==> src/hw/scsc_pkg.sv <==
// Purpose: shared constants and types for the system clock switch control
// Assumes: 40 MHz core clock, 8-bit register port with two registers
// Notes: oscillator source order matches the bit order of the oscillator level vector
package scsc_pkg;

    // register port
    localparam int ADDR_W = 2;
    localparam int DATA_W = 8;
    localparam logic [ADDR_W-1:0] OFS_CTRL = 2'h0;
    localparam logic [ADDR_W-1:0] OFS_STAT = 2'h1;

    // oscillator_control_reg fields
    localparam int CTL_PLL_BIT = 7;
    localparam int CTL_FSEL_LSB = 3;
    localparam int CTL_SCS_LSB = 0;
    localparam logic FSEL_PLL_RST = 1'h0;
    localparam logic [3:0] FSEL_RST = 4'h7;
    localparam logic [1:0] SCS_RST = 2'h0;

    // oscillator_status_reg fields
    localparam int STAT_SEC_BIT = 7;
    localparam int STAT_PLL_BIT = 6;
    localparam int STAT_DONE_BIT = 5;
    localparam int STAT_HF_BIT = 4;
    localparam int STAT_MF_BIT = 2;
    localparam int STAT_LF_BIT = 1;

    // source select codes and frequency select codes
    localparam logic [1:0] SCS_CONFIG = 2'h0;
    localparam logic [1:0] SCS_SECONDARY = 2'h1;
    localparam logic [3:0] FSEL_PLL = 4'he;
    localparam logic [3:0] FSEL_HF_31K = 4'h3;

    // config_clock_mode encodings
    localparam logic [2:0] MODE_LOW_POWER_CRYSTAL = 3'h0;
    localparam logic [2:0] MODE_CRYSTAL = 3'h1;
    localparam logic [2:0] MODE_HIGH_SPEED_CRYSTAL = 3'h2;
    localparam logic [2:0] MODE_INTERNAL_OSC_BLOCK = 3'h4;

    // timing
    localparam int CLK_PERIOD_PS = 25000;
    localparam int INT_WARM_NS = 2000;
    localparam int INT_WARM_CYC = (INT_WARM_NS * 1000 + CLK_PERIOD_PS - 1) / CLK_PERIOD_PS;
    localparam int PLL_LOCK_US = 2000;
    localparam int PLL_LOCK_CYC = (PLL_LOCK_US * 1000000) / CLK_PERIOD_PS;
    localparam int OST_COUNT = 1024;

    typedef enum logic [2:0] {SRC_PRI, SRC_SEC, SRC_HF, SRC_MF, SRC_LF} scsc_src_t;
    typedef enum logic [2:0] {ST_IDLE, ST_WARM, ST_FALL, ST_HOLD, ST_UPDATE} scsc_state_t;

endpackage

==> src/hw/scsc_sync.sv <==
// Purpose: two flip-flop synchroniser for oscillator levels
// Assumes: inputs are asynchronous to core_clk_in
// Notes: only the second stage may be read outside this module
`timescale 1ns/1ps
module scsc_sync #(
    parameter int W = 5
) (
    // clock and reset
    input wire logic clk_in,
    input wire logic arst_n_in,
    // data
    input wire logic [W-1:0] d_in,
    output logic [W-1:0] q_out
);
    logic [W-1:0] meta_r;

    always_ff @(posedge clk_in or negedge arst_n_in)
    begin
        if (!arst_n_in)
        begin
            meta_r <= '0;
            q_out <= '0;
        end
        else
        begin
            meta_r <= d_in;
            q_out <= meta_r;
        end
    end
endmodule // scsc_sync

==> src/hw/scsc_ost.sv <==
// Purpose: start-up timer counting rising edges of an oscillator
// Assumes: lvl_in is already synchronised
// Notes: done_out holds until clear_in; clear wins over counting
`timescale 1ns/1ps
module scsc_ost #(
    parameter int COUNT = 1024
) (
    // clock and reset
    input wire logic clk_in,
    input wire logic arst_n_in,
    // control
    input wire logic lvl_in,
    input wire logic run_in,
    input wire logic clear_in,
    output logic done_out
);
    localparam int CW = $clog2(COUNT + 1);
    logic [CW-1:0] cnt_r;
    logic lvl_q_r;

    always_ff @(posedge clk_in or negedge arst_n_in)
    begin
        if (!arst_n_in)
            lvl_q_r <= 1'b0;
        else
            lvl_q_r <= lvl_in;
    end

    always_ff @(posedge clk_in or negedge arst_n_in)
    begin
        if (!arst_n_in)
        begin
            cnt_r <= '0;
            done_out <= 1'b0;
        end
        else if (clear_in)
        begin
            cnt_r <= '0;
            done_out <= 1'b0;
        end
        else if (run_in && !done_out && lvl_in && !lvl_q_r)
        begin
            cnt_r <= cnt_r + 1'b1;
            done_out <= (cnt_r == CW'(COUNT - 1));
        end
    end
endmodule // scsc_ost

==> src/hw/scsc_top.sv <==
// Purpose: system clock source selection with glitch-free handover and two-speed start-up
// Assumes: oscillators arrive as pins and are sampled at 40 MHz; config inputs are static
// Notes: sys_clk_out is a sampled image of the chosen oscillator, postscaling not modelled
//
// The implementer's own choices: the placing of the registers and strobed register access.
`timescale 1ns/1ps
module scsc_top
    import scsc_pkg::*;
#(
    parameter int PLL_LOCK_CYCLES = scsc_pkg::PLL_LOCK_CYC
) (
    // clock and reset
    input wire logic core_clk_in,
    input wire logic arst_n_in,
    // register port
    input wire logic [scsc_pkg::ADDR_W-1:0] reg_addr_in,
    input wire logic [scsc_pkg::DATA_W-1:0] reg_wdata_in,
    input wire logic reg_wr_in,
    input wire logic reg_rd_in,
    output logic [scsc_pkg::DATA_W-1:0] reg_rdata_out,
    // configuration word
    input wire logic [2:0] config_clock_mode_in,
    input wire logic two_speed_enable_in,
    input wire logic config_pll_enable_in,
    // core status
    input wire logic sleep_in,
    input wire logic power_up_delay_timer_done_in,
    input wire logic secondary_ready_in,
    // oscillator pins
    input wire logic pri_osc_in,
    input wire logic sec_osc_in,
    input wire logic hf_osc_in,
    input wire logic mf_osc_in,
    input wire logic lf_osc_in,
    // system clock
    output logic sys_clk_out,
    output logic [2:0] active_src_out,
    output logic pll_enable_out,
    output logic switch_busy_out
);
    import scsc_pkg::*;

    localparam int WC = $clog2(PLL_LOCK_CYCLES + INT_WARM_CYC + 1);

    // control register
    logic sw_pll_r;
    logic [3:0] fsel_r;
    logic [1:0] scs_r;

    // switch state
    scsc_state_t state_r;
    scsc_src_t cur_src_r;
    scsc_src_t nxt_src_r;
    scsc_src_t tgt_src;
    scsc_src_t int_src;
    logic pll_on_r;
    logic nxt_pll_r;
    logic tgt_pll;
    logic [WC-1:0] warm_cnt_r;
    logic sys_clk_r;

    // status
    logic hf_act_r;
    logic mf_act_r;
    logic lf_act_r;
    logic pll_rdy_r;
    logic done_flag_r;

    // start-up timers
    logic por_wait_r;
    logic sleep_q_r;
    logic pri_run_r;
    logic pri_start;
    logic pri_done;
    logic sec_done;

    // oscillator levels, indexed by scsc_src_t
    logic [4:0] osc_s;
    logic [4:0] osc_q_r;
    logic [4:0] osc_rise;
    logic [4:0] osc_fall;

    logic crystal;
    logic two_speed;
    logic pll_en;
    logic pll_want;
    logic mismatch;
    logic warm_ok;

    scsc_sync #(
        .W(5)
    ) u_sync (
        .clk_in(core_clk_in),
        .arst_n_in(arst_n_in),
        .d_in({lf_osc_in, mf_osc_in, hf_osc_in, sec_osc_in, pri_osc_in}),
        .q_out(osc_s)
    );

    always_ff @(posedge core_clk_in or negedge arst_n_in)
    begin
        if (!arst_n_in)
            osc_q_r <= 5'h00;
        else
            osc_q_r <= osc_s;
    end

    assign osc_rise = osc_s & ~osc_q_r;
    assign osc_fall = ~osc_s & osc_q_r;

    // configuration decode
    assign crystal = (config_clock_mode_in == MODE_LOW_POWER_CRYSTAL) ||
                     (config_clock_mode_in == MODE_CRYSTAL) ||
                     (config_clock_mode_in == MODE_HIGH_SPEED_CRYSTAL);
    assign two_speed = two_speed_enable_in && (scs_r == SCS_CONFIG) && crystal;
    assign pll_en = config_pll_enable_in || sw_pll_r;
    assign pll_want = pll_en && (scs_r == SCS_CONFIG) &&
                      (config_clock_mode_in == MODE_INTERNAL_OSC_BLOCK) && (fsel_r == FSEL_PLL);

    // register writes; hardware never touches the source select field
    always_ff @(posedge core_clk_in or negedge arst_n_in)
    begin
        if (!arst_n_in)
        begin
            sw_pll_r <= FSEL_PLL_RST;
            fsel_r <= FSEL_RST;
            scs_r <= SCS_RST;
        end
        else if (reg_wr_in && reg_addr_in == OFS_CTRL)
        begin
            sw_pll_r <= reg_wdata_in[CTL_PLL_BIT];
            fsel_r <= reg_wdata_in[CTL_FSEL_LSB +: 4];
            scs_r <= reg_wdata_in[CTL_SCS_LSB +: 2];
        end
    end

    // register reads: data valid in the cycle after the strobe only
    always_ff @(posedge core_clk_in or negedge arst_n_in)
    begin
        if (!arst_n_in)
            reg_rdata_out <= 8'h00;
        else if (reg_rd_in && reg_addr_in == OFS_CTRL)
            reg_rdata_out <= {sw_pll_r, fsel_r, 1'b0, scs_r};
        else if (reg_rd_in && reg_addr_in == OFS_STAT)
            reg_rdata_out <= {secondary_ready_in, pll_rdy_r, done_flag_r, hf_act_r,
                              1'b0, mf_act_r, lf_act_r, 1'b0};
        else
            reg_rdata_out <= 8'h00;
    end

    // primary start-up timer: armed after power-up delay and on each wake
    always_ff @(posedge core_clk_in or negedge arst_n_in)
    begin
        if (!arst_n_in)
        begin
            por_wait_r <= 1'b1;
            sleep_q_r <= 1'b0;
        end
        else
        begin
            if (power_up_delay_timer_done_in)
                por_wait_r <= 1'b0;
            sleep_q_r <= sleep_in;
        end
    end

    assign pri_start = (por_wait_r && power_up_delay_timer_done_in) || (sleep_q_r && !sleep_in);

    always_ff @(posedge core_clk_in or negedge arst_n_in)
    begin
        if (!arst_n_in)
            pri_run_r <= 1'b0;
        else if (sleep_in)
            pri_run_r <= 1'b0;
        else if (pri_start)
            pri_run_r <= crystal;
    end

    // sleep clears the count, so an aborted start-up never reports done
    scsc_ost #(
        .COUNT(OST_COUNT)
    ) u_ost_pri (
        .clk_in(core_clk_in),
        .arst_n_in(arst_n_in),
        .lvl_in(osc_s[SRC_PRI]),
        .run_in(pri_run_r),
        .clear_in(sleep_in || pri_start),
        .done_out(pri_done)
    );

    scsc_ost #(
        .COUNT(OST_COUNT)
    ) u_ost_sec (
        .clk_in(core_clk_in),
        .arst_n_in(arst_n_in),
        .lvl_in(osc_s[SRC_SEC]),
        .run_in(state_r == ST_WARM && nxt_src_r == SRC_SEC),
        .clear_in(state_r != ST_WARM),
        .done_out(sec_done)
    );

    // internal oscillator behind internal_freq_select
    always_comb
    begin
        if (fsel_r[3] || fsel_r == FSEL_HF_31K)
            int_src = SRC_HF;
        else if (fsel_r[3:1] == 3'h0)
            int_src = SRC_LF;
        else
            int_src = SRC_MF;
    end

    // source that the settings ask for right now
    always_comb
    begin
        if (scs_r == SCS_SECONDARY)
            tgt_src = SRC_SEC;
        else if (scs_r[1])
            tgt_src = int_src;
        else if (config_clock_mode_in == MODE_INTERNAL_OSC_BLOCK)
            tgt_src = int_src;
        else if (two_speed && !pri_done)
            tgt_src = int_src;
        else
            tgt_src = SRC_PRI;
    end

    assign tgt_pll = pll_want && (tgt_src == SRC_HF);
    // a frequency step inside the running oscillator is no source change unless it turns the PLL on or off
    assign mismatch = (tgt_src != cur_src_r) || (tgt_pll != pll_on_r);

    // warm-up finished: delay run out and, where needed, start-up timer expired
    always_comb
    begin
        if (warm_cnt_r != '0)
            warm_ok = 1'b0;
        else if (nxt_src_r == SRC_SEC)
            warm_ok = sec_done;
        else if (nxt_src_r == SRC_PRI && crystal)
            warm_ok = pri_done;
        else
            warm_ok = 1'b1;
    end

    // switch sequencer
    always_ff @(posedge core_clk_in or negedge arst_n_in)
    begin
        if (!arst_n_in)
        begin
            state_r <= ST_IDLE;
            nxt_src_r <= SRC_MF;
            nxt_pll_r <= 1'b0;
            warm_cnt_r <= '0;
        end
        else
        begin
            case (state_r)
                ST_IDLE:
                begin
                    if (mismatch)
                    begin
                        nxt_src_r <= tgt_src;
                        nxt_pll_r <= tgt_pll;
                        state_r <= ST_WARM;
                        if (tgt_pll && !pll_on_r)
                            warm_cnt_r <= WC'(PLL_LOCK_CYCLES);
                        else if ((tgt_src == SRC_HF || tgt_src == SRC_MF) &&
                                 tgt_src != cur_src_r)
                            warm_cnt_r <= WC'(INT_WARM_CYC);
                        else
                            warm_cnt_r <= '0;
                    end
                end
                ST_WARM:
                begin
                    // abandon a stale request, e.g. a start-up cut short by sleep
                    if (tgt_src != nxt_src_r || tgt_pll != nxt_pll_r)
                        state_r <= ST_IDLE;
                    else if (warm_cnt_r != '0)
                        warm_cnt_r <= warm_cnt_r - 1'b1;
                    else if (warm_ok)
                        state_r <= ST_FALL;
                end
                ST_FALL:
                begin
                    if (osc_fall[cur_src_r])
                        state_r <= ST_HOLD;
                end
                ST_HOLD:
                begin
                    if (osc_rise[nxt_src_r])
                        state_r <= ST_UPDATE;
                end
                ST_UPDATE:
                    state_r <= ST_IDLE;
                default:
                    state_r <= ST_IDLE;
            endcase
        end
    end

    // active source changes only on the rising edge of the new clock
    always_ff @(posedge core_clk_in or negedge arst_n_in)
    begin
        if (!arst_n_in)
        begin
            cur_src_r <= SRC_MF;
            pll_on_r <= 1'b0;
        end
        else if (state_r == ST_HOLD && osc_rise[nxt_src_r])
        begin
            cur_src_r <= nxt_src_r;
            pll_on_r <= nxt_pll_r;
        end
    end

    // system clock image: low from the old falling edge to the new rising edge
    always_ff @(posedge core_clk_in or negedge arst_n_in)
    begin
        if (!arst_n_in)
            sys_clk_r <= 1'b0;
        else if (state_r == ST_HOLD)
            sys_clk_r <= osc_rise[nxt_src_r];
        else
            sys_clk_r <= osc_s[cur_src_r];
    end

    // status follows the active clock one cycle after it takes over
    always_ff @(posedge core_clk_in or negedge arst_n_in)
    begin
        if (!arst_n_in)
        begin
            hf_act_r <= 1'b0;
            mf_act_r <= 1'b1;
            lf_act_r <= 1'b0;
            pll_rdy_r <= 1'b0;
            done_flag_r <= 1'b0;
        end
        else if (state_r == ST_UPDATE)
        begin
            hf_act_r <= (cur_src_r == SRC_HF);
            mf_act_r <= (cur_src_r == SRC_MF);
            lf_act_r <= (cur_src_r == SRC_LF);
            pll_rdy_r <= pll_on_r;
            done_flag_r <= (cur_src_r == SRC_PRI);
        end
    end

    assign sys_clk_out = sys_clk_r;
    assign active_src_out = cur_src_r;
    assign pll_enable_out = pll_en;
    assign switch_busy_out = (state_r != ST_IDLE);

endmodule // scsc_top

==> config.mk <==
export PLATFORM = sky130hd
export DESIGN_NAME = scsc_top
export DESIGN_NICKNAME = d
export VERILOG_FILES = /design/src/hw/scsc_pkg.sv /design/src/hw/scsc_sync.sv /design/src/hw/scsc_ost.sv /design/src/hw/scsc_top.sv
export SDC_FILE = /design/constraint.sdc
export NUM_CORES = 1
export LEC_CHECK = 0
export BUFFER_PORTS_ARGS = -buffer_cell sky130_fd_sc_hd__buf_2
export CORE_MARGIN = 2
export CORE_UTILIZATION = 56
export DETAILED_ROUTE_END_ITERATION = 10
export GPL_TIMING_DRIVEN = 0
export PLACE_DENSITY = 0.8
export SLEW_MARGIN = 20
export SYNTH_ARGS = -nofsm -noshare
export SYNTH_HDL_FRONTEND = slang
export SYNTH_SLANG_ARGS = --single-unit
==> constraint.sdc <==
create_clock -name core_clk_in -period 3.11 [get_ports core_clk_in]
set_input_delay 0.1555 -clock core_clk_in [delete_from_list [all_inputs] [get_ports core_clk_in]]
set_output_delay 0.1555 -clock core_clk_in [all_outputs]
set_load 0.01 [all_outputs]
== Word level (Yosys, flattened, before mapping) ==
Cells that the tools add are included.
Storage, ports and cells
  bits in registers: 93
  latch bits: 0
  RAM bits: 0
  bits in read-only memories: 0
  bits of input ports: 27
  output and inout bits: 14
  memories: 0
Cells by class
  add/subtract/negate cells: 3
  multiply operators: 0
  divide/modulo/power cells: 0
  magnitude comparators: 2
  equality and inequality tests: 31
  shifts and indexed selects: 0
  muxes and demuxes: 41
  bitwise gates (word level): 4
  reduce and logical (&&, ||, !) cells: 54
Operators by type and width (number)
  $mux 17: 4
  $mux 11: 4
  $mux 3: 12
  $pmux 17 s2: 1
  $logic_and 1x1->1: 23
  $add 11x1->11 const B: 2
  $eq 11x10->1 const B: 2
  $eq 3x2->1 const B: 7
  $reduce_bool 17->1: 1
  $sub 17x1->17 const B: 1
  $mux 8: 2
  $logic_not 3->1: 5
  $mux 1: 13
  $pmux 3 s4: 1
  $and 5x5->5: 2
  $not 5->5: 2
  $bmux 1 s3: 3
  $eq 3x1->1 const B: 3
  $eq 3x3->1 const B: 3
  $logic_or 1x1->1: 9
  $lt 3x4->1 const B: 2
  $ne 2x2->1 const B: 4
  $reduce_bool 2->1: 4
  $mux 7: 1
  15 further kinds: 24

== Depth between registers and ports, before layout ==
Gate-level depths: netlist of run 1.
  word-level depth: 16
  depth in mapped cells: 10

== Hierarchy ==
A second synthesis of run 1 with hierarchy kept.
Unflattened totals
  cells, all modules: 440
  area, all modules: 4588.2 um^2
By module, submodules not included
  scsc_top: instances 1, cells each 304, area an instance 3056.7 um^2, seq. area each 1437.6 um^2
  scsc_ost: instances 2, cells each 63, area an instance 640.6 um^2, seq. area each 325.3 um^2
  scsc_sync: instances 1, cells each 10, area an instance 250.2 um^2, seq. area each 250.2 um^2

== Worst setup path after synthesis of run 1 ==
Ideal clock, no wire load.
  path type: reg2reg
  start point: register scs_r[0]
  end point: register nxt_pll_r
  arrival time: 2459 ps
  required time: 2985 ps
  path slack: 526 ps
  stages on the path, launching flop included: 7
  period minus slack after synthesis: 2584 ps
  cell sequence: dfrtp_1 -> or4b_1 -> nor4b_4 -> ha_1 -> a31oi_1 -> buf_2 -> mux2_2
On the way
  longest elaborated chain between the ends: 13
  elaborated cells between the ends (all ways): 18
Ends and longest elaborated chain
  from (decl): line scsc_top.sv:48  | logic [1:0] scs_r;
  from (signal assigned): line scsc_top.sv:132  | scs_r <= reg_wdata_in[CTL_SCS_LSB +: 2];
  $logic_not 2->1: line scsc_top.sv:114, scsc_top.sv:116
  $logic_and 1x1->1 (2 in a row): line scsc_top.sv:114  | assign two_speed = two_speed_enable_in && (scs_r == SCS_CONFIG) && crystal;
  $logic_and 1x1->1: line scsc_top.sv:221  | else if (two_speed && !pri_done)
  $mux 3: line scsc_top.sv:221
  $mux 3: line scsc_top.sv:219  | else if (config_clock_mode_in == MODE_INTERNAL_OSC_BLOCK)
  $mux 3: line scsc_top.sv:217  | else if (scs_r[1])
  $mux 3: line scsc_top.sv:215  | if (scs_r == SCS_SECONDARY)
  $eq 3x2->1: line scsc_top.sv:227  | assign tgt_pll = pll_want && (tgt_src == SRC_HF);
  $logic_and 1x1->1 *: line scsc_top.sv:227
  net tgt_pll: line scsc_top.sv:58  | logic tgt_pll;
  $ne 1x1->1: line scsc_top.sv:229  | assign mismatch = (tgt_src != cur_src_r) || (tgt_pll != pll_on_r);
  $logic_or 1x1->1: line scsc_top.sv:229
  $reduce_and 2->1 (no line)
  to (signal assigned): line scsc_top.sv:262  | nxt_pll_r <= tgt_pll;
  to (decl): line scsc_top.sv:57  | logic nxt_pll_r;
Mark *: on every way through the listed nets, which the timed path passes. The rest lies on a longest branch.
A chain may end at the register's enable or synchronous reset.

== Worst setup path after layout of run 1 ==
  start point: register scs_r[0]
  end point: register warm_cnt_r[6]
On the way
  elaborated cells between the ends (all ways): 31
RTL lines
  $logic_not 2->1: line scsc_top.sv:114, scsc_top.sv:116
  $logic_and 1x1->1 (2 in a row): line scsc_top.sv:114
  $logic_and 1x1->1: line scsc_top.sv:221
  $mux 3: line scsc_top.sv:221
  $mux 3: line scsc_top.sv:219
  $mux 3: line scsc_top.sv:217
  $mux 3: line scsc_top.sv:215
  $eq 3x2->1: line scsc_top.sv:227
  $logic_and 1x1->1 *: line scsc_top.sv:227
  net tgt_pll: line scsc_top.sv:58
  $ne 1x1->1, or another cell as far along: line scsc_top.sv:276  | if (tgt_src != nxt_src_r || tgt_pll != nxt_pll_r)
  $logic_or 1x1->1, or another cell as far along: line scsc_top.sv:276
  $ne 2x2->1 (no line) / $mux 17 (equally long branches)
  $reduce_and 4->1 (no line) / $pmux 17 s2 (equally long branches)
  to (signal assigned): line scsc_top.sv:265  | warm_cnt_r <= WC'(PLL_LOCK_CYCLES);
  to (signal assigned): line scsc_top.sv:268  | warm_cnt_r <= WC'(INT_WARM_CYC);
  to (signal assigned): line scsc_top.sv:279  | warm_cnt_r <= warm_cnt_r - 1'b1;
  to (decl): line scsc_top.sv:59  | logic [WC-1:0] warm_cnt_r;
Mark *: on every way through the listed nets, which the timed path passes. The rest lies on a longest branch. The select of a mux whose other input is x is not followed.

==> results of run 1 <==
==> path summary, 6_finish.rpt <==
kind	start	to	slack, ns	cells past startpoint
worst max-delay path	scs_r[0]	warm_cnt_r[6]	0.18	7
worst min-delay path	reg_wdata_in[1]	scs_r[1]	0.02	3
worst max register to register	scs_r[0]	warm_cnt_r[6]	0.18	7
worst min register to register	u_sync.meta_r[0]	u_sync.q_out[0]	0.36	0
max in group asynchronous	arst_n_in	nxt_src_r[0]	2.12	3
min in group asynchronous	arst_n_in	u_ost_pri.cnt_r[0]	0.31	2
==> Yosys cell counts (2+ instances only) <==
master	instances	area [um^2]
nor3_1	10	50.05
mux2i_1	8	80.08
or3_1	10	62.56
and3_1	4	25.02
o31ai_1	3	22.52
a32o_1	2	20.02
mux2_1	2	22.52
or2_2	2	12.51
dfstp_2	9	236.5
xor2_1	14	122.6
mux2_2	11	123.9
nor2_1	51	191.4
ha_1	4	50.05
nor2b_1	8	50.05
inv_1	16	60.06
nand2_1	30	112.6
nor3b_1	6	45.04
o22ai_1	5	31.28
buf_2	2	10.01
nor4_1	11	68.82
a31oi_1	5	31.28
buf_1	2	7.510
nor4b_1	3	26.28
nand3b_1	3	22.52
o2bb2ai_1	4	35.03
nand3_1	4	20.02
nand2b_1	7	43.79
o21ai_0	20	100.1
xnor2_1	14	122.6
o311a_1	2	20.02
clkbuf_1	11	41.29
or3_4	2	22.52
a21o_1	2	15.01
dfrtp_1	82	2052
nand4_1	7	43.79
o41ai_1	2	17.52
a21oi_1	8	40.04
nor2_4	2	22.52
==> registers in the layout (all words and copies together), names as in the netlist, 2 cells and up <==
signal           count
active_src_out       3
fsel_r               4
nxt_src_r            3
osc_q_r              5
reg_rdata_out        8
scs_r                2
state_r              3
u_ost_pri.cnt_r     11
u_ost_sec.cnt_r     11
u_sync.meta_r        5
u_sync.q_out         5
warm_cnt_r          17
==> power breakdown <==
group	total [mW]	switching (mW)	internal [mW]
clock	0.761	0.448	0.313
combinational	1.40	0.829	0.573
sequential	1.49	0.140	1.35
==> repair_timing <==
action	in CTS	in global routing
endpoints found under the hold margin	43	0
hold buffers	9	0
buffers inserted	0	0
setup endpoints to repair	0	1
resized for setup	0	1
==> worst max-delay path, stage by stage, from the launching register on <==
cell and delay [ns]:
dfrtp_1 0.43, or4b_1 0.56, nor4b_4 0.41, xnor2_1 0.21
o2111ai_4 0.30, nor3_4 0.47, nor2_4 0.11, mux2_1 0.34
==> placed cells by master, fill, tap and decap left out, types with 5 or more instances in the layout <==
cell type	netlist	final
buf_2	2	39
dlygate4sd3_1	0	9
clkbuf_8	0	9
nor2_1	51	51
or3_1	10	10
nand4_1	7	7
nor2b_1	8	8
o21ai_0	20	20
dfrtp_1	82	82
xor2_1	14	13
a31oi_1	5	5
a21oi_1	8	8
dfstp_2	9	9
inv_1	16	16
mux2_2	11	11
nor4_1	11	11
o22ai_1	5	5
nand2_1	30	30
mux2i_1	8	8
xnor2_1	14	14
nand2b_1	7	7
nor3_1	10	10
clkbuf_1	11	11
nor3b_1	6	5
==> cell type report <==
class	instances	area (um^2)
multi-input cells	291	1979
flip-flops and latches	91	2288
plain buffers	16	70.07
clock inverters	7	65.06
fillers	618	2623
well taps	102	127.6
clock buffers	9	123.9
inverters	16	60.06
repair buffers	48	310.3
==> cell families after synthesis <==
group / count (synthesis) / synth area share
compound gates: 67 / 0.1110
xor+xnor: 28 / 0.05592
fa+ha+maj: 4 / 0.01141
buf+inv: 32 / 0.02967
flops: 91 / 0.5218
mux: 22 / 0.05678
simple gates: 170 / 0.2134
==> per-stage QoR <==
stage / power, mW / instances / hold WS, ns
3_3_place_gp: 2.822 / 554 / 0.2640
5_1_grt: 3.898 / 580 / 0.004272
4_1_cts: 3.663 / 580 / 0.003908
3_5_place_dp: 2.883 / 555 / 0.1877
6_report: 3.657 / 580 / 0.02207
2_1_floorplan: 2.530 / 414 / -0.1401
==> layer usage <==
| metal | track usage | wire length [um] |
|---|---|---|
| met4 | 0.06716 | 122 |
| met3 | 0.06103 | 385 |
| met1 | 0.2760 | 3873 |
| met2 | 0.3607 | 4157 |
| met5 | 0 | 0 |
==> reports/metrics.cfg, run 1 <==
[clock_network]
numCtsBuffers = 9
cts.sinks = 91
h-tree-depth = 3
cts_tree = yes
clkTransAtPathRegs_ns = 0.10
clock_latency_ns = 0.36
clockRootBuffer = clkbuf_8
clockBufferDepth = 2

[critical_path]
crit_required_ns = 3.36
cp-end-kind = register
start_kind = register
path_class = reg -> reg
cp_max_fo = 10
worstPathArrival_ns = 3.18

[yosys]
synth-edff-count = 0
ys.flop_type = dfrtp_1
netlist_instances = 414
ys_seq_area_frac = 0.5218
ys_warn_count = 0
async_flop_share = 1.000
synth.distinct_cells = 64
syn_nets = 445
syn_avg_cell_area_um2 = 10.59
syn-cell-area_um2 = 4385
ys_ff_latch = 91

[placed_design]
io_buffers = 38
place.gp.congestion = 0.8496
pre_cts_ws_ns = 0.1674
place_area_um2 = 4733
hpwlAfterDp_um = 6097

[detailed_routing]
drt-total-wl_um = 8539
vias_per_cell = 5.652
post_drt_wl_per_cell_um = 14.72
firstDrtPassIters = 4
ant_nets = 0
dr_total_vias = 3278
drc = 0
drtIter0Drc = 147

[die]
ios = 41
dieWidth_um = 92.50
row_count = 32
fp.coreArea_um2 = 7647
die_area_um2 = 8555
dieHeight_um = 92.50
start_util = 0.5735

[final_layout]
nNetsFinal = 504
area.growth.synth_to_final_pct = 14.58
utilization = 0.6571
fin_area_um2 = 5025
diodes = 0
drive_above_1_share = 0.2050

[power_and_ir_drop]
p_leak_nw = 2.161
p_per_area_nw_per_um2 = 727.8
peakVddDrop_v = 0.0004567

[sta]
slew_violations = 0
rsz0062_at_grt = false
fin_skew_ns = 0.009107
tns_ns = 0
fmax_mhz = 341.6
tightest_slew_ns = 0.9354
setup_viol = 0
finalHoldViolCount = 0
post-route-period-util = 0.9412
min_period_ns = 2.927
setup_ws_ns = 0.1829
slew_headroom = 0.3750

[grt]
overflow = 0
grt_start_max_net_pins = 49
first_global_vias = 3231
grt_pass1_wl_um = 14720
grt_usage = 0.2166
antenna_found_initial = 0

[run]
cap_viol_max_count = 0

[hold_path]
hold_path_class = in -> reg

[outcome]
status = complete, no violations

No activity file was read; power rests on OpenSTA's default activity.
==> inputs of run 2 (changes only) <==
- CTS_CLUSTER_DIAMETER: unset -> 200
- PLACE_DENSITY: 0.8 -> 0.76
==> run 2 against run 1 <==
Compared with the run above:
- clock skew up 0.0037 ns
- clock-buffer cell count is the same
- sequential share of layout area is 0.17 points lower
- die area stayed put
- worst hold slack lost 0.0026 ns
- utilization rose by 0.25 points
- via count decreased by 0.52%
- register-to-register slack got worse by 0.02 ns
- wire length is 3.3% lower
- combinational power is essentially flat
- critical path type unchanged
==> reports/metrics.cfg, run 2 (synthesis gave the netlist of run 1 again) <==
[outcome]
status = complete, no violations

[final_layout]
diodes = 0  ; unchanged
drive_above_1_share = 0.2017  ; -0.003358
largest_register_ffs = 17  ; unchanged
nNetsFinal = 507  ; +0.60%
layout_common_cells = dfrtp_1 (82), nor2_1 (51), buf_2 (39), nand2_1 (30), o21ai_0 (20)
reg_top3 = warm_cnt_r: 17 flops, u_ost_pri.cnt_r: 11 flops, u_ost_sec.cnt_r: 11 flops
final_common_cell = dfrtp_1
area.growth.synth_to_final_pct = 15.01
top_register = warm_cnt_r
fillers = 614  ; -0.65%
fin_area_um2 = 5044  ; +0.37%
utilization = 0.6595  ; +0.002454

[clock_network]
cts.sinks = 91  ; unchanged
cts_tree = yes
clock_latency_ns = 0.37  ; about the same
clockBufferDepth = 2  ; unchanged
clockRootBuffer = clkbuf_8
numCtsBuffers = 9  ; unchanged
clkTransAtPathRegs_ns = 0.10  ; about the same
h-tree-depth = 3  ; unchanged

[grt]
antenna_found_initial = 0  ; unchanged
grt_start_max_net_pins = 49  ; unchanged
first_global_vias = 3111  ; -3.7%
overflow = 0  ; unchanged
grt_pass1_wl_um = 14100  ; -4.2%
grt_usage = 0.2077  ; -0.008909

[critical_path]
r2r_start = scs_r[0]
crit_required_ns = 3.36  ; about the same
worstSetupEndpoint = nxt_pll_r
worstPathArrival_ns = 3.20  ; +0.02 ns
start_kind = register
worstRegToRegCells = 6  ; -1
path_cells = or4b_1, nor4b_4, ha_1, a31oi_1, buf_2, mux2_2
reg2reg_setup_slack_ns = 0.16  ; -0.02 ns
crit_buf_inv = 1  ; +1
path_class = reg -> reg
regToRegEndpoint = nxt_pll_r
cp-end-kind = register
crit_path_top_delay_cell = or4b_1
critical-path-top-delay-family = simple AND/OR/NAND/NOR gates
critPathMaxStageDelay_ns = 0.55  ; about the same
path_depth = 6  ; -1
cp_max_fo = 10  ; unchanged
critPathLaunch = scs_r[0]

[detailed_routing]
drc = 0  ; unchanged
post_drt_wl_per_cell_um = 14.16  ; -3.8%
vias_per_cell = 5.593  ; -1.0%
ant_nets = 0  ; unchanged
drtIter0Drc = 149  ; +1.4%
drt-total-wl_um = 8255  ; -3.3%
firstDrtPassIters = 4  ; unchanged
dr_total_vias = 3261  ; -0.52%

[sta]
fmax_mhz = 339.5  ; -0.62%
post-route-period-util = 0.9470  ; +0.005835
setup_ws_ns = 0.1648  ; -0.01815 ns
finalHoldViolCount = 0  ; unchanged
slew_headroom = 0.3357  ; -0.03928
hold_slack_ns = 0.01945  ; -0.002617 ns
setup_viol = 0  ; unchanged
fin_skew_ns = 0.01284  ; +0.003730 ns
tightest_slew_ns = 0.9942  ; +0.05879 ns
min_period_ns = 2.945  ; +0.01815 ns
slew_violations = 0  ; unchanged

[hold_path]
hold_path_class = in -> reg

[power_and_ir_drop]
power_frac_clock = 0.206  ; -0.002
peakVddDrop_v = 0.0002931  ; -36%
total_power_mw = 3.631  ; -0.72%
switching_power_mw = 1.395  ; -1.6%
swShare = 0.3842  ; -0.003357
p_comb_frac = 0.385  ; +0.002
p_leak_nw = 2.174  ; +0.62%
seqPwrFrac = 0.409  ; about the same
power.internal_mw = 2.236  ; -0.17%
p_per_area_nw_per_um2 = 719.9  ; -1.1%

[placed_design]
pre_cts_ws_ns = 0.2169  ; +0.04945 ns
place_area_um2 = 4733  ; unchanged
io_buffers = 38  ; unchanged
place.gp.congestion = 0.8328  ; -2.0%
hpwlAfterDp_um = 5900  ; -3.2%

[die]
die_area_um2 = 8555  ; unchanged
fp.coreArea_um2 = 7647  ; unchanged
start_util = 0.5735  ; unchanged
ios = 41  ; unchanged
dieWidth_um = 92.50  ; unchanged
row_count = 32  ; unchanged
dieHeight_um = 92.50  ; unchanged

[run]
cap_viol_max_count = 0  ; unchanged

run 2: timing repair:
item	in CTS	in global routing
hold buffers	10	2
endpoints found under the setup margin	0	2
gates resized for setup	0	1
setup buffers	0	0
hold endpoints to repair	51	2
run 2: how the worst min path moves through the flow:
stage,cells after the start,endpoint,from
final,2,fsel_r[2],reg_wdata_in[5]
after CTS,2,fsel_r[1],reg_wdata_in[4]
after detailed placement,1,u_ost_pri.cnt_r[0],arst_n_in
after global placement,1,u_sync.meta_r[3],mf_osc_in
after floorplan,0,active_src_out[2],arst_n_in
after global routing,2,sw_pll_r,reg_wdata_in[7]
run 2: stage by stage:
step	TNS [ns]	instances
3_3_place_gp	0	554
4_1_cts	0	581
3_5_place_dp	0	555
2_1_floorplan	0	414
6_report	0	583
5_1_grt	-0.007211	583
run 2: area by class of cell:
| class | count | area (um^2) | share of cell area |
|---|---|---|---|
| clock buffers | 9 | 123.9 | 0.02456 |
| repair buffers | 51 | 340.3 | 0.06748 |
| flip-flops and latches | 91 | 2288 | 0.4537 |
| inverters | 16 | 60.06 | 0.01191 |
| clock inverters | 7 | 58.81 | 0.01166 |
| multi-input cells | 291 | 1974 | 0.3915 |
| well taps | 102 | 127.6 | 0.02530 |
| plain buffers | 16 | 70.07 | 0.01389 |
run 2: worst register-to-register path, stage by stage, from the launching register on:
cell	delay, ns
dfrtp_1	0.42
or4b_1	0.55
nor4b_4	0.40
ha_1	0.31
a31oi_1	0.44
buf_2	0.34
mux2_2	0.37
run 2: power by group through the flow:
| stage | sequential [mW] | combinational, mW | clock (mW) |
|---|---|---|---|
| after global routing | 1.51 | 1.53 | 0.818 |
| after floorplan | 1.49 | 1.04 | 0 |
| after detailed placement | 1.51 | 1.36 | 0 |
| final | 1.49 | 1.40 | 0.747 |
| after CTS | 1.49 | 1.38 | 0.765 |
| after global placement | 1.50 | 1.33 | 0 |
run 2: per-layer routing:
| layer | GRT usage | vias up | share of wire |
|---|---|---|---|
| met1 | 0.2691 | 1590 | 0.46 |
| met4 | 0.07214 | 0 | 0.013 |
| met2 | 0.3431 | 63 | 0.49 |
| met3 | 0.05045 | 9 | 0.038 |
| met5 | 0 | - | 0 |
| li1 | - | 1599 | - |
